--- src/relay_diag_pkg.sv ---
package relay_diag_pkg;

  // ---------------------------------------------------------------
  // Clock and timing
  // ---------------------------------------------------------------
  localparam int CLK_MHZ             = 100;
  localparam int OPEN_LOAD_MIN_US    = 30;
  localparam int OPEN_LOAD_MAX_US    = 200;
  localparam int OVERLOAD_MIN_US     = 3;
  localparam int OVERLOAD_MAX_US     = 50;
  // Least times round up; the qualifying count sits at the minimum.
  localparam int OPEN_LOAD_CYCLES    = OPEN_LOAD_MIN_US * CLK_MHZ;
  localparam int OVERLOAD_CYCLES     = OVERLOAD_MIN_US * CLK_MHZ;
  localparam int DELAY_W             = 15;

  // ---------------------------------------------------------------
  // Frame layout
  // ---------------------------------------------------------------
  localparam int CHANNELS            = 8;
  localparam int WORD_W              = 16;
  localparam int COUNT_W             = 8;
  localparam int MIN_BITS            = 16;
  localparam int BYTE_MASK           = 7;
  localparam logic [15:0] CMD_RESET  = 16'hFFFF;

  typedef enum logic [1:0] {
    MODE_STANDBY = 2'h0,
    MODE_INPUT   = 2'h1,
    MODE_ON      = 2'h2,
    MODE_OFF     = 2'h3
  } mode_t;

  // Serial pins after synchronisation.
  typedef struct packed {
    logic sclk;
    logic cs_n;
    logic mosi;
  } serial_in_t;

  // Fault indications of one channel.
  typedef struct packed {
    logic overtemp;
    logic overload;
    logic open_load;
  } fault_in_t;

endpackage

--- src/pin_sync.sv ---
`timescale 1ns/100ps
module pin_sync (
  input  wire logic                     clk,
  input  wire logic                     srst,
  input  wire relay_diag_pkg::serial_in_t raw,
  output relay_diag_pkg::serial_in_t    synced
);

  // ---------------------------------------------------------------
  // Two stages; the first is read only by the second.
  // ---------------------------------------------------------------
  typedef struct packed {
    relay_diag_pkg::serial_in_t meta;
    relay_diag_pkg::serial_in_t sync;
  } state_t;

  state_t state;
  state_t next_state;

  always_comb begin
    next_state      = state;
    next_state.meta = raw;
    next_state.sync = state.meta;
    if (srst) begin
      next_state = '{meta: 3'h2, sync: 3'h2};
    end
  end

  always_ff @(posedge clk) begin
    state <= next_state;
  end

  assign synced = state.sync;

endmodule

--- src/channel_diag.sv ---
`timescale 1ns/100ps
module channel_diag (
  input  wire logic                    clk,
  input  wire logic                    srst,
  input  wire logic [1:0]              mode,
  input  wire logic                    in_pin,
  input  wire relay_diag_pkg::fault_in_t fault,
  output logic                         drive_on,
  output logic                         fault_flag,
  output logic                         open_load_flag
);

  typedef struct packed {
    logic                                    fault_flag;
    logic                                    open_load_flag;
    logic [relay_diag_pkg::DELAY_W-1:0]      ol_count;
    logic [relay_diag_pkg::DELAY_W-1:0]      ovl_count;
  } state_t;

  state_t state;
  state_t next_state;
  logic   want_on;
  logic   standby;

  always_comb begin
    standby = (mode == relay_diag_pkg::MODE_STANDBY);
    want_on = (mode == relay_diag_pkg::MODE_ON) || (mode == relay_diag_pkg::MODE_INPUT && in_pin);
  end

  // ---------------------------------------------------------------
  // Flags and delay counters
  // ---------------------------------------------------------------
  always_comb begin
    next_state = state;
    if (standby) begin
      next_state = '0;
    end else begin
      if (fault.overtemp && want_on) begin
        next_state.fault_flag = 1'b1;
      end
      if (drive_on && fault.overload) begin
        if (state.ovl_count == relay_diag_pkg::DELAY_W'(relay_diag_pkg::OVERLOAD_CYCLES - 1)) begin
          next_state.fault_flag = 1'b1;
        end else begin
          next_state.ovl_count = state.ovl_count + 1'b1;
        end
      end else begin
        next_state.ovl_count = '0;
      end
      if (!want_on && fault.open_load) begin
        if (state.ol_count == relay_diag_pkg::DELAY_W'(relay_diag_pkg::OPEN_LOAD_CYCLES - 1)) begin
          next_state.open_load_flag = 1'b1;
        end else begin
          next_state.ol_count = state.ol_count + 1'b1;
        end
      end else begin
        next_state.ol_count = '0;
      end
    end
    if (srst) begin
      next_state = '0;
    end
  end

  always_ff @(posedge clk) begin
    state <= next_state;
  end

  // A latched fault keeps the stage off until standby clears it.
  assign drive_on       = want_on && !state.fault_flag && !fault.overtemp;
  assign fault_flag     = state.fault_flag;
  assign open_load_flag = state.open_load_flag;

  // Without overtemperature, the flag may only rise once the full overload delay has run.
  chk_overload_delay: assert property (@(posedge clk) disable iff (srst)
    $rose(state.fault_flag) && !$past(fault.overtemp)
      |-> $past(state.ovl_count) == relay_diag_pkg::DELAY_W'(relay_diag_pkg::OVERLOAD_CYCLES - 1))
    else $error("fault flag set before overload delay");
  chk_standby_clears: assert property (@(posedge clk) disable iff (srst)
    standby |=> !state.fault_flag && !state.open_load_flag)
    else $error("standby did not clear flags");
  chk_ol_on_blocked: assert property (@(posedge clk) disable iff (srst)
    want_on |=> state.ol_count == '0)
    else $error("open load timing ran while on");

endmodule

--- src/relay_switch_spi_diagnosis.sv ---
`timescale 1ns/100ps
module relay_switch_spi_diagnosis (
  input  wire logic                      clk,
  input  wire logic                      srst,
  input  wire logic                      sclk,
  input  wire logic                      cs_n,
  input  wire logic                      mosi,
  output logic                           miso_out,
  output logic                           miso_oe,
  input  wire logic [7:0]                in_pins,
  input  wire relay_diag_pkg::fault_in_t faults [8],
  output logic [7:0]                     channel_on,
  output logic [15:0]                    command_word,
  output logic                           transfer_error_flag
);

  // ---------------------------------------------------------------
  // Helpers
  // ---------------------------------------------------------------
  function automatic logic count_valid(input logic [relay_diag_pkg::COUNT_W-1:0] n);
    count_valid = (n >= relay_diag_pkg::COUNT_W'(relay_diag_pkg::MIN_BITS))
               && ((n & relay_diag_pkg::COUNT_W'(relay_diag_pkg::BYTE_MASK)) == '0);
  endfunction

  typedef struct packed {
    logic [15:0]                         command;
    logic [15:0]                         rx_shift;
    logic [15:0]                         tx_shift;
    logic [relay_diag_pkg::COUNT_W-1:0]  bit_count;
    logic                                error_flag;
    logic                                active;
    logic                                first_rise_seen;
    logic                                sclk_d;
    logic                                cs_n_d;
    logic                                miso;
  } state_t;

  state_t                     state;
  state_t                     next_state;
  relay_diag_pkg::serial_in_t raw;
  relay_diag_pkg::serial_in_t pins;
  logic [7:0]                 fault_flags;
  logic [7:0]                 open_flags;
  logic [15:0]                diag_word;
  logic                       sclk_rise;
  logic                       sclk_fall;
  logic                       cs_fall;
  logic                       cs_rise;

  assign raw = '{sclk: sclk, cs_n: cs_n, mosi: mosi};

  // ---------------------------------------------------------------
  // Pin synchronisers
  // ---------------------------------------------------------------
  pin_sync u_sync (
    .clk    (clk),
    .srst   (srst),
    .raw    (raw),
    .synced (pins)
  );

  // ---------------------------------------------------------------
  // Channels
  // ---------------------------------------------------------------
  for (genvar i = 0; i < relay_diag_pkg::CHANNELS; i++) begin : g_ch
    channel_diag u_ch (
      .clk            (clk),
      .srst           (srst),
      .mode           (state.command[2*i +: 2]),
      .in_pin         (in_pins[i]),
      .fault          (faults[i]),
      .drive_on       (channel_on[i]),
      .fault_flag     (fault_flags[i]),
      .open_load_flag (open_flags[i])
    );
    assign diag_word[2*i+1] = open_flags[i];
    assign diag_word[2*i]   = fault_flags[i];
  end

  // ---------------------------------------------------------------
  // Edge detection on synchronised pins
  // ---------------------------------------------------------------
  // Edges on the clock line count only while selected, so a
  // deselected bus never disturbs the shifter.
  assign cs_fall   = state.cs_n_d && !pins.cs_n;
  assign cs_rise   = !state.cs_n_d && pins.cs_n;
  assign sclk_rise = !state.sclk_d && pins.sclk && state.active && !pins.cs_n;
  assign sclk_fall = state.sclk_d && !pins.sclk && state.active && !pins.cs_n;

  // ---------------------------------------------------------------
  // Serial engine
  // ---------------------------------------------------------------
  always_comb begin
    next_state        = state;
    next_state.sclk_d = pins.sclk;
    next_state.cs_n_d = pins.cs_n;
    if (cs_fall) begin
      next_state.active          = 1'b1;
      next_state.tx_shift        = diag_word;
      next_state.bit_count       = '0;
      next_state.first_rise_seen = 1'b0;
      next_state.miso            = state.error_flag;
    end else if (cs_rise) begin
      next_state.active = 1'b0;
      if (state.active && count_valid(state.bit_count)) begin
        next_state.command    = state.rx_shift;
        next_state.error_flag = 1'b0;
      end else begin
        next_state.error_flag = 1'b1;
      end
    end else begin
      if (sclk_fall) begin
        next_state.rx_shift  = {state.rx_shift[14:0], pins.mosi};
        if (state.bit_count != '1) begin
          next_state.bit_count = state.bit_count + 1'b1;
        end
      end
      if (sclk_rise) begin
        // Leaving the error indication: first data bit goes out.
        next_state.first_rise_seen = 1'b1;
        next_state.miso            = state.tx_shift[15];
        next_state.tx_shift        = {state.tx_shift[14:0], state.rx_shift[15]};
      end
    end
    if (srst) begin
      next_state            = '0;
      next_state.command    = relay_diag_pkg::CMD_RESET;
      next_state.error_flag = 1'b1;
      next_state.sclk_d     = 1'b0;
      next_state.cs_n_d     = 1'b1;
    end
  end

  always_ff @(posedge clk) begin
    state <= next_state;
  end

  // ---------------------------------------------------------------
  // Outputs
  // ---------------------------------------------------------------
  // Before the first clock rise the output is the error flag OR the
  // live input, so a chain upstream can pass its own error forward.
  // The input term is combinational on purpose for that reason.
  always_comb begin
    miso_oe  = state.active;
    miso_out = state.first_rise_seen ? state.miso : (state.miso | pins.mosi);
    if (!state.active) begin
      miso_out = 1'b0;
    end
  end

  assign command_word        = state.command;
  assign transfer_error_flag = state.error_flag;

  chk_reset_defaults: assert property (@(posedge clk)
    srst |=> state.command == 16'hFFFF && state.error_flag && !miso_oe)
    else $error("reset defaults wrong");
  chk_idle_released: assert property (@(posedge clk) disable iff (srst)
    !state.active |-> !miso_oe)
    else $error("output driven while deselected");
  chk_load_diag: assert property (@(posedge clk) disable iff (srst)
    cs_fall |=> state.tx_shift == $past(diag_word) && state.bit_count == '0)
    else $error("select fall did not load flags");
  chk_error_shown: assert property (@(posedge clk) disable iff (srst)
    cs_fall ##1 (!sclk_rise && !cs_rise && !cs_fall) |-> miso_oe && (miso_out == (state.error_flag | pins.mosi)))
    else $error("error indication not driven");
  chk_bad_count: assert property (@(posedge clk) disable iff (srst)
    cs_rise && !count_valid(state.bit_count) |=> state.error_flag && $stable(state.command))
    else $error("invalid frame accepted");
  chk_good_count: assert property (@(posedge clk) disable iff (srst)
    cs_rise && state.active && count_valid(state.bit_count) |=> !state.error_flag
      && state.command == $past(state.rx_shift))
    else $error("valid frame not taken");
  chk_count_step: assert property (@(posedge clk) disable iff (srst)
    sclk_fall && !cs_rise && !cs_fall && state.bit_count < 8'h10 |=> state.bit_count == $past(state.bit_count) + 8'h01)
    else $error("bit counter did not step");
  chk_msb_first: assert property (@(posedge clk) disable iff (srst)
    sclk_rise && !cs_rise && !cs_fall |=> state.miso == $past(state.tx_shift[15]))
    else $error("output not most significant first");

endmodule

--- config.mk ---
export PLATFORM = sky130hd
export DESIGN_NAME = relay_switch_spi_diagnosis
export DESIGN_NICKNAME = d
export VERILOG_FILES = /design/src/relay_diag_pkg.sv /design/src/pin_sync.sv /design/src/channel_diag.sv /design/src/relay_switch_spi_diagnosis.sv
export SDC_FILE = /design/constraint.sdc
export NUM_CORES = 1
export LEC_CHECK = 0
export ABC_CLOCK_PERIOD_IN_PS = 1600
export BUFFER_PORTS_ARGS = -buffer_cell sky130_fd_sc_hd__clkbuf_2
export CAP_MARGIN = 25
export CORE_UTILIZATION = 40
export CTS_BUF_LIST = sky130_fd_sc_hd__clkbuf_4 sky130_fd_sc_hd__clkbuf_8
export DETAILED_ROUTE_END_ITERATION = 16
export PLACE_DENSITY_LB_ADDON = 0.25
export SLEW_MARGIN = 20
export SYNTH_ARGS = -nofsm -noshare
export SYNTH_HDL_FRONTEND = slang
export SYNTH_SLANG_ARGS = --single-unit
--- constraint.sdc ---
create_clock -name clk -period 1.6 [get_ports clk]
set_input_delay 0 -clock clk [delete_from_list [all_inputs] [get_ports clk]]
set_output_delay 0 -clock clk [all_outputs]
set_load 0.005 [all_outputs]
==> out/qor.txt <==
Status: finished with violations
Violated checks: setup timing
Final net count: 2075
Share of layout cells above drive strength 1: 26.3%
Unrepaired setup endpoints after global routing: yes
Drt pass-1 iters: 5
Worst-margin pin slew: 0.419 ns
Fin worst setup slack: -0.0362 ns
Max transition margin: 72.1%
Distinct cell type count of the synthesized netlist: 60
Endpoints failing hold: 0
Number of synthesized flops with an enable pin: 0
IO Pins: 64
Worst hold path type: input pin to flip-flop
Register area share after synthesis: 43.9%
Number of max-cap violations: 0
Die area: 0.0377 mm^2
First-pass GRT wire length: 58400 um
Clock buffer depth: 3
Tmin final: 1.64 ns
Worst-Skew Late Latency: 0.64 ns
Post-Syn Instances: 1711
Primary FF master, synth: dfxtp_1
Core Area: 0.0365 mm^2
Antenna-violating nets left: 0
Crit path DAT: 2.19 ns
Port Buffers: 63
Post-synth top area cell: dfxtp_1
Site row count: 70
Final Max Tran Viols: 0
Drt wl/cell: 14.0 um
Synth Area per Inst: 8.64 um^2
Reg clk slew, reported paths: 0.06 ns
Fin crit share: 102%
Post-synth top area share: 43.9%
Initial Util: 40.5%
WL met3: 1500 um
Width of the die: 194 um
CP Data Required Time: 2.15 ns
Number of global-route vias before repair: 12600
Mapped Nets: 1768
Vert. Die Dim: 194 um
Final wirelength: 35400 um
Synth warnings: 0
Dpl hpwl: 23200 um
Critical path peak fanout: 8
GP Congestion: 0.829
Synth area leaders: dfxtp_1 (44%), xnor2_1 (7.3%), nor2_1 (6.1%)
Hold WS: 0.114 ns
Area Growth Syn to Fin: 30.9%
H-tree levels: 2
WL met2: 16300 um
Drt initial violations: 612
Setup CP Type: flip-flop to flip-flop
Dpl cell area: 0.0168 mm^2
Final setup vio count: 25
ANT cells: 0
Post-Place Cells: 2355
Finished Cell Area: 0.0194 mm^2
Skew final: 0.0227 ns
Commonest cells after routing, fill and taps aside: dfxtp_1 (284), nor2_1 (235), buf_4 (199)
Tot GR Track Use: 18.2%
Drt drc: 0
Total congestion overflow: 0
Power per cell area: 854 mW/mm^2
TritonCTS clock tree: yes
Total CTS buffers: 56
Initial antenna violation count: 0
Via Count: 13100
Metal1 wirelength: 16900 um
Most common cell after layout, fill and taps aside: dfxtp_1
Clock Sink Count: 324
FMAX: 0.611 GHz
Fillers: 3362
Crit end category: flip-flop
Leakage: 6.75 nW
Final non-filler cell total: 2525
Crit path launch type: flip-flop
Post-Syn Area: 0.0148 mm^2
Yosys reg bits: 324
Total power draw: 0.0165 W
Vias/cell: 5.17
Top Metal Used: met4
Max VDD drop: 0.000527 V
Largest net degree at the start of global routing: 35
Fraction of registers with async set or reset after synthesis: 0%
CTS root buffer: clkbuf_8
-- final cells by class --
class,count,area (um^2),share of cell area [%]
inverters,34,128,0.659
clock inverters,9,53.8,0.278
multi-input cells,1285,8400,43.4
clock buffers,88,1120,5.80
well taps,468,586,3.03
repair buffers,317,2500,12.9
flip-flops and latches,324,6560,33.9
-- Yosys cell counts (3+ instances only) --
cell	instances
o21ai_0	49
a21oi_1	75
or4_1	9
nand2_1	152
xnor2_1	124
dfxtp_1	324
nor4_4	3
a21boi_0	8
o211ai_1	3
nand4_1	66
inv_1	34
clkbuf_1	37
nand3b_1	32
mux2i_1	23
nor3b_1	24
or3_1	31
nand2b_1	29
nor2b_1	12
nand4b_1	10
a211oi_1	26
buf_4	24
and4b_1	6
or2_2	11
ha_1	20
and4_1	11
a31oi_1	6
and2_1	4
nand3_1	88
buf_2	6
nor2_1	239
nor4b_1	17
nor4_1	51
xor2_1	47
o31ai_1	6
nor3_1	48
o41ai_1	3
or4b_1	3
nand3_2	3
nor4bb_1	8
and3_1	12
-- critical path: stages (launching register included) --
cell	delay, ns
dfxtp_4	0.36
ha_4	0.16
and2b_2	0.25
a32o_2	0.34
clkbuf_16	0.23
nor2_1	0.04
a211oi_1	0.16
-- per-layer routing --
metal	up-vias	global-route usage [%]
met5	-	0
met4	0	5.76
met3	60	3.43
met2	208	29.8
met1	6130	24.1
li1	6668	-
-- stage by stage --
stage / util (%) / worst slack, ns / setup TNS, ns
6_report: 53.0 / -0.0362 / -0.496
2_1_floorplan: - / -0.00212 / -0.00212
3_5_place_dp: 46.1 / -0.0589 / -0.239
5_1_grt: 53.0 / -0.137 / -3.06
4_1_cts: 50.8 / -0.110 / -0.313
3_3_place_gp: 46.1 / -0.0434 / -0.0967
-- state kept, by name, indices dropped and copies added (netlist names) --
signal,flops
u_sync.synced,3
miso_oe,1
transfer_error_flag,1
u_sync.state,3
g_ch.u_ch.fault_flag,8
g_ch.u_ch.state,240
g_ch.u_ch.open_load_flag,8
state,44
command_word,16
-- final timing paths --
path / startpoint / endpoint / slack, ns / cells after the start
setup reg to reg: u_sync.synced[1]$_SDFF_PP1_ / state[16]$_SDFFE_PP0P_ / -0.04 / 6
setup / recovery: u_sync.synced[1]$_SDFF_PP1_ / state[16]$_SDFFE_PP0P_ / -0.04 / 6
hold / removal: cs_n / u_sync.state[4]$_SDFF_PP1_ / 0.11 / 3
hold reg to reg: u_sync.state[4]$_SDFF_PP1_ / u_sync.synced[1]$_SDFF_PP1_ / 0.42 / 1
-- logic make-up after synthesis --
kind of cell / share of synthesized area (%)
AND/OR/NAND/NOR: 31.7
flip-flops: 43.9
AO/OA/AOI/OAI: 7.68
XOR/XNOR: 10.1
buffers and inverters: 3.25
multiplexers: 1.63
adder cells (fa/ha/maj): 1.69
-- where the power goes --
group / internal, W / switching [W] / total (W) / leakage [nW]
clock network: 0.00443 / 0.00340 / 0.00782 / 0.624
logic: 0.000291 / 0.000278 / 0.000569 / 3.51
registers: 0.00811 / 0.0000366 / 0.00814 / 2.62
total: 0.0128 / 0.00371 / 0.0165 / 6.75
-- timing repair --
item                       4_1_cts  5_1_grt
hold endpoints to repair       275        0
hold buffers                    40        0
setup endpoints to repair       43      102
cloned                           0        5
setup buffers                   10       19
resized for setup               34      144
pin swaps                       12       59
Note: power is estimated with default switching activity, not from simulation.
